--- config.mk ---
export PLATFORM = sky130hd
export DESIGN_NAME = rtadr_top
export DESIGN_NICKNAME = d
export VERILOG_FILES = /design/src/pkg/rtadr_pkg.sv /design/src/hdl/rtadr_top.sv
export SDC_FILE = /design/constraint.sdc
export NUM_CORES = 1
export LEC_CHECK = 0
export BUFFER_PORTS_ARGS = -buffer_cell sky130_fd_sc_hd__buf_2
export CORE_MARGIN = 3
export CORE_UTILIZATION = 62
export DETAILED_ROUTE_END_ITERATION = 8
export PLACE_DENSITY = 0.86
export SLEW_MARGIN = 30
export SYNTH_ARGS = -nofsm -noshare
export SYNTH_HDL_FRONTEND = slang
export SYNTH_SLANG_ARGS = --single-unit
export TNS_END_PERCENT = 100
--- constraint.sdc ---
create_clock -name i_core_clk -period 3.1 [get_ports i_core_clk]
set_input_delay 0.93 -clock i_core_clk [delete_from_list [all_inputs] [get_ports i_core_clk]]
set_output_delay 0.93 -clock i_core_clk [all_outputs]
set_load 0.02 [all_outputs]
--- src/pkg/rtadr_pkg.sv ---
// package for the terminal address and discrete output block
// assumes an axi4-lite host with 32-bit data and a 125 MHz core clock
package rtadr_pkg;

  // register byte offsets (16-bit registers in the low half of each word)
  localparam logic [7:0] CFG3_OFF   = 8'h0c;
  localparam logic [7:0] CFG4_OFF   = 8'h10;
  localparam logic [7:0] CFG5_OFF   = 8'h14;
  localparam logic [7:0] CFG6_OFF   = 8'h18;
  localparam logic [7:0] CFG7_OFF   = 8'h1c;
  localparam logic [7:0] STAT_OFF   = 8'h20;
  localparam logic [7:0] MODE_OFF   = 8'h24;
  localparam logic [7:0] LAST_OFF   = 8'hfc;

  // field positions
  localparam int ENH_BIT      = 15;
  localparam int LATCH5_BIT   = 3;
  localparam int SRC_BIT      = 5;
  localparam int FUNC_BIT     = 0;
  localparam int ONLINE_BIT   = 2;

  // reset values
  localparam logic [15:0] CFG_RST = 16'h0000;
  localparam logic [1:0]  MODE_RST = 2'h1;

  // timing
  localparam int CLK_MHZ        = 125;
  localparam int PULSE_CLKS     = 2;
  localparam int TERM_MHZ_MIN   = 10;
  localparam int TERM_MHZ_MAX   = 20;

  localparam logic [1:0] AXI_OKAY   = 2'h0;
  localparam logic [1:0] AXI_SLVERR = 2'h2;

  typedef enum logic [1:0] {
    RTADR_MODE_CTRL = 2'b00,
    RTADR_MODE_TERM = 2'b01,
    RTADR_MODE_SMON = 2'b10,
    RTADR_MODE_WMON = 2'b11
  } rtadr_mode_t;

  // terminal address with its parity
  typedef struct packed {
    logic       par;
    logic [4:0] addr;
  } rtadr_addr_t;

endpackage

--- src/hdl/rtadr_top.sv ---
// terminal address selection, latch, parity check and shared discrete output
// assumes axi4-lite on i_core_clk; strap pins and latch input are asynchronous
//
// How it works
// RL1: source bit clear selects address and parity from the strap pins.
// RL2: source bit set selects address and parity from host data bits 5..0.
// RL3: non-broadcast response allowed only when six address bits hold odd ones.
// RL4: latch input low makes the pin address transparent.
// RL5: rising latch input captures the pin address and parity.
// RL6: host latches via enhanced bit, latch-on-write bit, then register 5 write.
// RL7: host places address and parity in low six bits of register 5.
// RL8: source bit clear ignores register 5 data and latches the pins instead.
// RL9: register 7 bit 0 picks in-progress indicator or reset pulse.
// RL10: controller, terminal, selective monitor: indicator low while a message runs.
// RL11: word monitor: indicator low for the whole online time.
// RL12: terminal with pulse selected: output low two clocks after reset command.
// RL13: controller or monitor with pulse selected: output stays high.
// RL14: transmitter inhibit high shuts both transmitters down.
// RL15: master clear is an active-low reset.
// RL16: terminal clock may be 20, 16, 12 or 10 MHz.
// RL17: registers are 16 bits in low half of 32-bit slots, 00h to FCh.
// RL18: latched address holds until the next latch event.
module rtadr_top #(
  parameter int TERM_CLK_MHZ = 20
) (
  input  wire logic        i_core_clk,
  input  wire logic        i_rst_n,
  input  wire logic        i_ce,
  input  wire logic [4:0]  i_terminal_address_pins,
  input  wire logic        i_terminal_address_parity_pin,
  input  wire logic        i_address_latch_control,
  input  wire logic        i_transmitter_inhibit,
  input  wire logic        i_msg_busy,
  input  wire logic        i_reset_cmd,
  input  wire logic        i_nonbcast_cmd,
  input  wire logic [7:0]  i_awaddr,
  input  wire logic        i_awvalid,
  output logic             o_awready,
  input  wire logic [31:0] i_wdata,
  input  wire logic [3:0]  i_wstrb,
  input  wire logic        i_wvalid,
  output logic             o_wready,
  output logic [1:0]       o_bresp,
  output logic             o_bvalid,
  input  wire logic        i_bready,
  input  wire logic [7:0]  i_araddr,
  input  wire logic        i_arvalid,
  output logic             o_arready,
  output logic [31:0]      o_rdata,
  output logic [1:0]       o_rresp,
  output logic             o_rvalid,
  input  wire logic        i_rready,
  output logic [5:0]       o_terminal_address,
  output logic             o_address_ok,
  output logic             o_respond,
  output logic             o_tx_enable_a,
  output logic             o_tx_enable_b,
  output logic             o_discrete_n
);

  // [RL16] only the four supported terminal clock rates are served
  if (TERM_CLK_MHZ != 20 && TERM_CLK_MHZ != 16 && TERM_CLK_MHZ != 12 &&
      TERM_CLK_MHZ != 10) begin : g_bad_rate
    $error("unsupported terminal clock rate");
  end

  ////////////////////////////////////////////////////////////////////////////
  // pin synchronisers: three stages, change counts once stages 2 and 3 agree

  logic [6:0] pin_s1_q;
  logic [6:0] pin_s2_q;
  logic [6:0] pin_s3_q;
  logic [6:0] pin_q;
  logic [1:0] inh_sync_q;
  logic       inh_s3_q;
  logic       inh_q;

  always_ff @(posedge i_core_clk) begin
    if (!i_rst_n) begin // [RL15]
      pin_s1_q <= 7'h40; // latch bit high: a latch strap tied high makes no false edge
      pin_s2_q <= 7'h40;
      pin_s3_q <= 7'h40;
      pin_q    <= 7'h40;
    end else if (i_ce) begin
      pin_s1_q <= {i_address_latch_control, i_terminal_address_parity_pin,
                   i_terminal_address_pins};
      pin_s2_q <= pin_s1_q;
      pin_s3_q <= pin_s2_q;
      for (int i = 0; i < 7; i++) begin
        if (pin_s2_q[i] == pin_s3_q[i]) begin
          pin_q[i] <= pin_s3_q[i];
        end
      end
    end
  end

  always_ff @(posedge i_core_clk) begin
    if (!i_rst_n) begin
      inh_sync_q <= 2'h0;
      inh_s3_q   <= 1'b0;
      inh_q      <= 1'b0;
    end else if (i_ce) begin
      inh_sync_q <= {inh_sync_q[0], i_transmitter_inhibit};
      inh_s3_q   <= inh_sync_q[1];
      if (inh_sync_q[1] == inh_s3_q) begin
        inh_q <= inh_s3_q;
      end
    end
  end

  wire logic        latch_lvl = pin_q[6];
  wire rtadr_pkg::rtadr_addr_t pin_addr = pin_q[5:0];

  ////////////////////////////////////////////////////////////////////////////
  // axi4-lite slave

  logic [15:0] cfg3_q;
  logic [15:0] cfg4_q;
  logic [15:0] cfg5_q;
  logic [15:0] cfg6_q;
  logic [15:0] cfg7_q;
  logic [1:0]  mode_q;
  logic        aw_got_q;
  logic        w_got_q;
  logic [7:0]  awaddr_q;
  logic [31:0] wdata_q;
  logic [3:0]  wstrb_q;
  logic        wr_go;
  logic        cfg5_wr;

  assign wr_go   = aw_got_q && w_got_q && !o_bvalid;
  // [RL17] only low-half or full-word writes move bits into the registers
  assign cfg5_wr = wr_go && awaddr_q == rtadr_pkg::CFG5_OFF && wstrb_q[1:0] == 2'h3;

  always_ff @(posedge i_core_clk) begin
    if (!i_rst_n) begin
      aw_got_q  <= 1'b0;
      w_got_q   <= 1'b0;
      awaddr_q  <= 8'h00;
      wdata_q   <= 32'h0000_0000;
      wstrb_q   <= 4'h0;
      o_awready <= 1'b0;
      o_wready  <= 1'b0;
      o_bvalid  <= 1'b0;
      o_bresp   <= rtadr_pkg::AXI_OKAY;
    end else if (i_ce) begin
      o_awready <= !aw_got_q && !(i_awvalid && o_awready);
      o_wready  <= !w_got_q && !(i_wvalid && o_wready);
      if (i_awvalid && o_awready) begin
        aw_got_q <= 1'b1;
        awaddr_q <= {i_awaddr[7:2], 2'b00};
      end
      if (i_wvalid && o_wready) begin
        w_got_q <= 1'b1;
        wdata_q <= i_wdata;
        wstrb_q <= i_wstrb;
      end
      if (wr_go) begin
        o_bvalid <= 1'b1;
        // single-byte writes into a 16-bit slot are refused
        o_bresp  <= (wstrb_q[1] ^ wstrb_q[0]) ? rtadr_pkg::AXI_SLVERR :
                    rtadr_pkg::AXI_OKAY;
      end else if (o_bvalid && i_bready) begin
        o_bvalid <= 1'b0;
        aw_got_q <= 1'b0;
        w_got_q  <= 1'b0;
      end
    end
  end

  always_ff @(posedge i_core_clk) begin
    if (!i_rst_n) begin
      cfg3_q <= rtadr_pkg::CFG_RST;
      cfg4_q <= rtadr_pkg::CFG_RST;
      cfg5_q <= rtadr_pkg::CFG_RST;
      cfg6_q <= rtadr_pkg::CFG_RST;
      cfg7_q <= rtadr_pkg::CFG_RST;
      mode_q <= rtadr_pkg::MODE_RST;
    end else if (i_ce && wr_go && wstrb_q[1:0] == 2'h3) begin
      if (awaddr_q == rtadr_pkg::CFG3_OFF) begin
        cfg3_q <= wdata_q[15:0];
      end else if (awaddr_q == rtadr_pkg::CFG4_OFF) begin
        cfg4_q <= wdata_q[15:0];
      end else if (awaddr_q == rtadr_pkg::CFG5_OFF) begin
        cfg5_q <= wdata_q[15:0];
      end else if (awaddr_q == rtadr_pkg::CFG6_OFF) begin
        cfg6_q <= wdata_q[15:0];
      end else if (awaddr_q == rtadr_pkg::CFG7_OFF) begin
        cfg7_q <= wdata_q[15:0];
      end else if (awaddr_q == rtadr_pkg::MODE_OFF) begin
        mode_q <= wdata_q[1:0];
      end
    end
  end

  wire logic src_sel  = cfg6_q[rtadr_pkg::SRC_BIT];
  wire logic func_sel = cfg7_q[rtadr_pkg::FUNC_BIT];
  wire logic wr_latch = cfg5_wr && cfg3_q[rtadr_pkg::ENH_BIT] &&
                        cfg4_q[rtadr_pkg::LATCH5_BIT];
  wire rtadr_pkg::rtadr_addr_t host_addr = wdata_q[5:0];

  ////////////////////////////////////////////////////////////////////////////
  // address latch

  logic        latch_d1_q;
  rtadr_pkg::rtadr_addr_t held_q;
  rtadr_pkg::rtadr_addr_t eff_addr;
  logic        latch_rise;

  assign latch_rise = latch_lvl && !latch_d1_q;

  always_ff @(posedge i_core_clk) begin
    if (!i_rst_n) begin
      latch_d1_q <= 1'b1;
      held_q     <= 6'h00;
    end else if (i_ce) begin
      latch_d1_q <= latch_lvl;
      if (wr_latch) begin
        held_q <= src_sel ? host_addr : pin_addr; // [RL2] [RL8]
      end else if (latch_rise && !src_sel) begin
        held_q <= pin_addr; // [RL5]
      end
      // otherwise held_q keeps its value [RL18]
    end
  end

  always_comb begin
    if (src_sel) begin
      eff_addr = held_q; // [RL2] pins not used
    end else if (!latch_lvl || latch_rise) begin
      // on the rising edge the pins go through, so no stale held value slips out
      eff_addr = pin_addr; // [RL1] [RL4]
    end else begin
      eff_addr = held_q;
    end
  end
  logic [5:0] eff_q;
  logic       ok_q;

  always_ff @(posedge i_core_clk) begin
    if (!i_rst_n) begin
      eff_q              <= 6'h00;
      ok_q               <= 1'b0;
      o_terminal_address <= 6'h00;
      o_address_ok       <= 1'b0;
      o_respond          <= 1'b0;
      o_tx_enable_a      <= 1'b0;
      o_tx_enable_b      <= 1'b0;
    end else if (i_ce) begin
      eff_q              <= eff_addr;
      ok_q               <= ^eff_addr; // [RL3]
      o_terminal_address <= eff_q;
      o_address_ok       <= ok_q;
      o_respond          <= i_nonbcast_cmd && ok_q; // [RL3]
      o_tx_enable_a      <= !inh_q; // [RL14]
      o_tx_enable_b      <= !inh_q; // [RL14]
    end
  end

  ////////////////////////////////////////////////////////////////////////////
  // shared discrete output

  logic [1:0] pulse_cnt_q;
  logic       online;
  rtadr_pkg::rtadr_mode_t mode;

  assign mode   = rtadr_pkg::rtadr_mode_t'(mode_q);
  assign online = cfg3_q[rtadr_pkg::ONLINE_BIT];

  always_ff @(posedge i_core_clk) begin
    if (!i_rst_n) begin
      pulse_cnt_q  <= 2'h0;
      o_discrete_n <= 1'b1;
    end else if (i_ce) begin
      if (i_reset_cmd && func_sel && mode == rtadr_pkg::RTADR_MODE_TERM) begin
        pulse_cnt_q <= 2'(rtadr_pkg::PULSE_CLKS); // [RL12]
      end else if (pulse_cnt_q != 2'h0) begin
        pulse_cnt_q <= pulse_cnt_q - 2'h1;
      end
      if (func_sel) begin // [RL9]
        // [RL12] [RL13] only terminal mode pulses
        o_discrete_n <= !(mode == rtadr_pkg::RTADR_MODE_TERM && pulse_cnt_q != 2'h0);
      end else if (mode == rtadr_pkg::RTADR_MODE_WMON) begin
        o_discrete_n <= !online; // [RL11]
      end else begin
        o_discrete_n <= !i_msg_busy; // [RL10]
      end
    end
  end

  ////////////////////////////////////////////////////////////////////////////
  // read side

  always_ff @(posedge i_core_clk) begin
    if (!i_rst_n) begin
      o_arready <= 1'b0;
      o_rvalid  <= 1'b0;
      o_rdata   <= 32'h0000_0000;
      o_rresp   <= rtadr_pkg::AXI_OKAY;
    end else if (i_ce) begin
      o_arready <= !o_rvalid && !(i_arvalid && o_arready);
      if (i_arvalid && o_arready) begin
        o_rvalid <= 1'b1;
        o_rresp  <= rtadr_pkg::AXI_OKAY;
        if (i_araddr[7:2] == rtadr_pkg::CFG3_OFF[7:2]) begin
          o_rdata <= {16'h0000, cfg3_q};
        end else if (i_araddr[7:2] == rtadr_pkg::CFG4_OFF[7:2]) begin
          o_rdata <= {16'h0000, cfg4_q};
        end else if (i_araddr[7:2] == rtadr_pkg::CFG5_OFF[7:2]) begin
          o_rdata <= {16'h0000, cfg5_q};
        end else if (i_araddr[7:2] == rtadr_pkg::CFG6_OFF[7:2]) begin
          o_rdata <= {16'h0000, cfg6_q};
        end else if (i_araddr[7:2] == rtadr_pkg::CFG7_OFF[7:2]) begin
          o_rdata <= {16'h0000, cfg7_q};
        end else if (i_araddr[7:2] == rtadr_pkg::STAT_OFF[7:2]) begin
          o_rdata <= {16'h0000, 8'h00, inh_q, ok_q, eff_q}; // block state
        end else if (i_araddr[7:2] == rtadr_pkg::MODE_OFF[7:2]) begin
          o_rdata <= {30'h0000_0000, mode_q};
        end else begin
          o_rdata <= 32'h0000_0000; // rest of the 00h..fch window reads zero
        end
      end else if (o_rvalid && i_rready) begin
        o_rvalid <= 1'b0;
      end
    end
  end

  ////////////////////////////////////////////////////////////////////////////
  // checks

  a_pulse_two_cycles: assert property (@(posedge i_core_clk) disable iff (!i_rst_n) // [RL12]
    (i_ce && i_reset_cmd && func_sel && mode == rtadr_pkg::RTADR_MODE_TERM) ##1 i_ce
      |=> !o_discrete_n ##1 !o_discrete_n)
    else $error("reset pulse not held low two cycles");
  a_pulse_mon_high: assert property (@(posedge i_core_clk) disable iff (!i_rst_n) // [RL13]
    (func_sel && mode != rtadr_pkg::RTADR_MODE_TERM && $stable(mode_q) && $stable(cfg7_q)
      && i_ce) |=> o_discrete_n)
    else $error("discrete low in non-terminal pulse mode");
  a_busy_low: assert property (@(posedge i_core_clk) disable iff (!i_rst_n) // [RL10]
    (i_rst_n && i_ce && !func_sel && mode != rtadr_pkg::RTADR_MODE_WMON && i_msg_busy) |=>
      (!o_discrete_n || !i_ce || $changed(cfg7_q) || $changed(mode_q)))
    else $error("in-progress not low while busy");
  a_wmon_online: assert property (@(posedge i_core_clk) disable iff (!i_rst_n) // [RL11]
    (i_rst_n && i_ce && !func_sel && mode == rtadr_pkg::RTADR_MODE_WMON && online) |=>
      (!o_discrete_n || $changed(cfg7_q) || $changed(mode_q) || $changed(cfg3_q)))
    else $error("in-progress not low while online");
  a_parity_ok: assert property (@(posedge i_core_clk) disable iff (!i_rst_n) // [RL3]
    i_ce ##1 i_ce |=> o_address_ok == ^$past(eff_addr, 2))
    else $error("address parity flag wrong");
  a_inhibit_tx: assert property (@(posedge i_core_clk) disable iff (!i_rst_n) // [RL14]
    (i_ce && inh_q) |=> (!o_tx_enable_a && !o_tx_enable_b))
    else $error("transmitter not shut down");
  a_host_latch: assert property (@(posedge i_core_clk) disable iff (!i_rst_n) // [RL2]
    (i_ce && wr_latch && src_sel) |=> held_q == $past(host_addr))
    else $error("host address not latched");
  a_pin_latch: assert property (@(posedge i_core_clk) disable iff (!i_rst_n) // [RL8]
    (i_ce && wr_latch && !src_sel) |=> held_q == $past(pin_addr))
    else $error("pin address not latched on write");
  a_hold_latch: assert property (@(posedge i_core_clk) disable iff (!i_rst_n) // [RL18]
    (!wr_latch && !(latch_rise && !src_sel)) |=> $stable(held_q))
    else $error("latched address changed without event");
  a_transparent: assert property (@(posedge i_core_clk) disable iff (!i_rst_n) // [RL4]
    (i_rst_n && i_ce && !src_sel && !latch_lvl) ##1 i_ce |=>
      o_terminal_address == $past(pin_addr, 2))
    else $error("pin address not transparent");
endmodule

==> impl_metrics.ini <==
[timing]
clock_skew_ns = 0.00663
period_needed_ns = 2.42
grt_setup_unrepaired = false
finalCritPeriodShare_pct = 78.1
hold_viol = 0
drv_slew = 0
tns_ns = 0
tightest_slew_ns = 0.881
max_slew_margin_pct = 41.3
finalSetupViolations = 0
max_freq_ghz = 0.413

[route]
drc = 0
drt_wl_total_microns = 19000
drt-pass1-iter-count = 5
wl_per_cell_microns = 17.0
avgViaCountPerCell = 5.80
drt-initial-drc-count = 444
postRouteAntennaNets = 0
vias = 6482

[logic_synthesis]
postSynthCellCount = 876
synth_xor_area_share_pct = 1.04
synthesis.area_sq_um = 8430
synth-edff-count = 0
ys_seq_elements = 188
synth_area_leaders = dfxtp_1 (45%), mux2i_1 (17%), nor2b_1 (9.4%), nand2_1 (3.7%), o21ai_0 (2.6%)
synth_commonest_cells = dfxtp_1 (188), mux2i_1 (144), nor2b_1 (126), nand2_1 (82), o21ai_0 (44)
synth_top_family_by_area = simple AND/OR/NAND/NOR gates
yosysMostFrequentCell = dfxtp_1
synth_ff_type = dfxtp_1
netlist-cell-type-count = 56
ys_seq_area_share_pct = 44.7
synthArstFlopShare_pct = 0
synth.avg_cell_area_sq_um = 9.62
yosys_warnings = 0
synthSimpleGateAreaFrac_pct = 18.2
synth.largest_area_cell = dfxtp_1
synth_adder_area_share_pct = 0.297
synth_top_area_share_pct = 44.7
synth_mux_area_share_pct = 17.9
synth_compound_area_share_pct = 12.7

[grt]
grt_pass1_vias = 6079
grt_max_degree = 83
grt_pass1_wl_microns = 30700
overflow = 0
grtUsageTotal_pct = 26.2
grt_antenna_before_repair = 0

[clocking]
numCtsBuffers = 17
ctsHoldBuffers = 0
ctsRootBufferMaster = clkbuf_16
clk_pin_slew_ns = 0.06
cts_resized = 0
ctsHtreeMaxLevel = 4
cts_tree = done
cts.sinks = 188
cts_post_setup_buffers_inserted = 0
clkLatencyLatePin_ns = 0.43
cts_buffer_depth = 2

[floorplanning]
die_w_microns = 123
num_rows = 41
die_y_microns = 123
core_sq_um = 12900
ios = 123
initial_core_util_pct = 65.2
dieArea_sq_um = 15000

[power]
p_clk_share_pct = 41.8
total_power_mw = 4.87
p_per_area_nw_per_um2 = 518
sw_frac_of_total_pct = 22.2
p_comb_share_pct = 6.8
seqPwrFrac_pct = 51.4
p_switching_mw = 1.08
power_leakage_nw = 4.10
p_int_mw = 3.78
ir_worst_vdd_mv = 0.374

[finish]
insertedDiodeCount = 0
nNetsFinal = 1010
area_growth_pct = 11.6
drive_gt1_share_pct = 14.8

[setup_path]
worstPathArrival_ns = 2.74
endpoint_kind = flip-flop
reg2reg_from = o_bvalid$_SDFFE_PN0P_
critPathLaunch = i_ce
crit_end = cfg6_q[0]$_SDFFE_PN0P_
start_kind = primary input
r2r_end = cfg6_q[0]$_SDFFE_PN0P_
rr_worst_depth = 5
path_cells = buf_2, and4b_4, and4_1, nand3_2, mux2i_1, nor2b_1
slowest_stage = nand3_2
cp_slowest_stage_delay_ns = 0.57
path_max_fanout = 16
path_buf_inv = 1
cp_top_family = simple AND/OR/NAND/NOR gates
crit_type = primary input to flip-flop
r2r_slack_ns = 0.96
cp_num_cells = 6
required_ns = 3.42

[hold_path]
hold_class = flip-flop to flip-flop
min_path_cells = 2
worstHoldStart = pulse_cnt_q[1]$_SDFFE_PN0P_

[job]
max_cap_violations = 0

[place]
port_buffers = 81
place.gp.congestion = 0.825
dp_hpwl_microns = 12500

[outcome]
status = complete, no violations
-- layer usage --
layer,vias to the layer above,global-route usage [%],part of all wire [%]
met5,-,0,0
met3,49,5.71,6.9
met2,245,41.0,46
met4,0,11.4,2.8
li1,3118,-,-
met1,3070,35.0,45
-- worst min-delay path by stage --
stage                             endpoint
6_report       pulse_cnt_q[1]$_SDFFE_PN0P_
4_1_cts        pulse_cnt_q[1]$_SDFFE_PN0P_
3_3_place_gp   pulse_cnt_q[1]$_SDFFE_PN0P_
3_5_place_dp   pulse_cnt_q[1]$_SDFFE_PN0P_
5_1_grt        pulse_cnt_q[1]$_SDFFE_PN0P_
2_1_floorplan  pulse_cnt_q[1]$_SDFFE_PN0P_
-- through the flow --
step / instances / area (sq um) / setup WS (ns) / hold slack, ns / utilization, %
2_1_floorplan: 894 / 8490 / 0.709 / 0.433 / -
3_3_place_gp: 1090 / 8860 / 0.363 / 0.448 / 68.5
3_5_place_dp: 1090 / 8860 / 0.284 / 0.455 / 68.5
4_1_cts: 1117 / 9400 / 0.731 / 0.465 / 72.7
5_1_grt: 1117 / 9400 / 0.592 / 0.499 / 72.7
6_report: 1117 / 9400 / 0.680 / 0.462 / 72.7
-- logic make-up after synthesis --
| family | Yosys count |
|---|---|
| buf+inv | 83 |
| fa+ha+maj | 2 |
| simple gates | 274 |
| flops | 188 |
| compound gates | 168 |
| mux | 150 |
| xor+xnor | 10 |
| other cells | 1 |
-- placed cells by master (no fill, tap or decap), types with 11 or more instances in the layout --
cell type / count
mux2i_1: 144
dfxtp_1: 188
nor2_1: 11
conb_1: 19
a21boi_0: 26
buf_4: 20
nor2b_1: 126
a21oi_1: 43
buf_2: 80
o211ai_1: 11
nand3_1: 11
o21ai_0: 44
clkbuf_16: 17
nand2_1: 82
-- tightest hold or removal path, stage by stage, from the launching register on --
cell and delay (ns):
dfxtp_1 0.30, inv_1 0.06, a21oi_1 0.06
-- layout make-up --
type	instances	area, sq um
inverter	7	26.3
multi-input combinational	623	4300
sequential	188	3760
fill	969	3530
timing repair buffer	100	551
tap	172	215
clock inverter	2	35.0
clock buffer	25	505
-- power by group through the flow --
stage | sequential, mW | clock, mW | combinational, mW
floorplan | 2.56 | 0 | 0.231
global placement | 2.55 | 0 | 0.322
detailed placement | 2.55 | 0 | 0.327
CTS | 2.50 | 2.05 | 0.330
global route | 2.50 | 2.15 | 0.363
finish | 2.50 | 2.04 | 0.331
-- registers in the layout, summed over array words and instances (netlist names), 2 cells and up --
signal / cells
cfg3_q: 16
wstrb_q: 2
awaddr_q: 6
held_q: 6
pin_q: 7
pin_s1_q: 7
cfg5_q: 16
o_rdata: 16
pin_s2_q: 7
pulse_cnt_q: 2
inh_sync_q: 2
wdata_q: 16
pin_s3_q: 7
cfg6_q: 16
cfg7_q: 16
cfg4_q: 16
mode: 2
eff_q: 6
o_terminal_address: 6
Power figures use the tool's default switching activity.
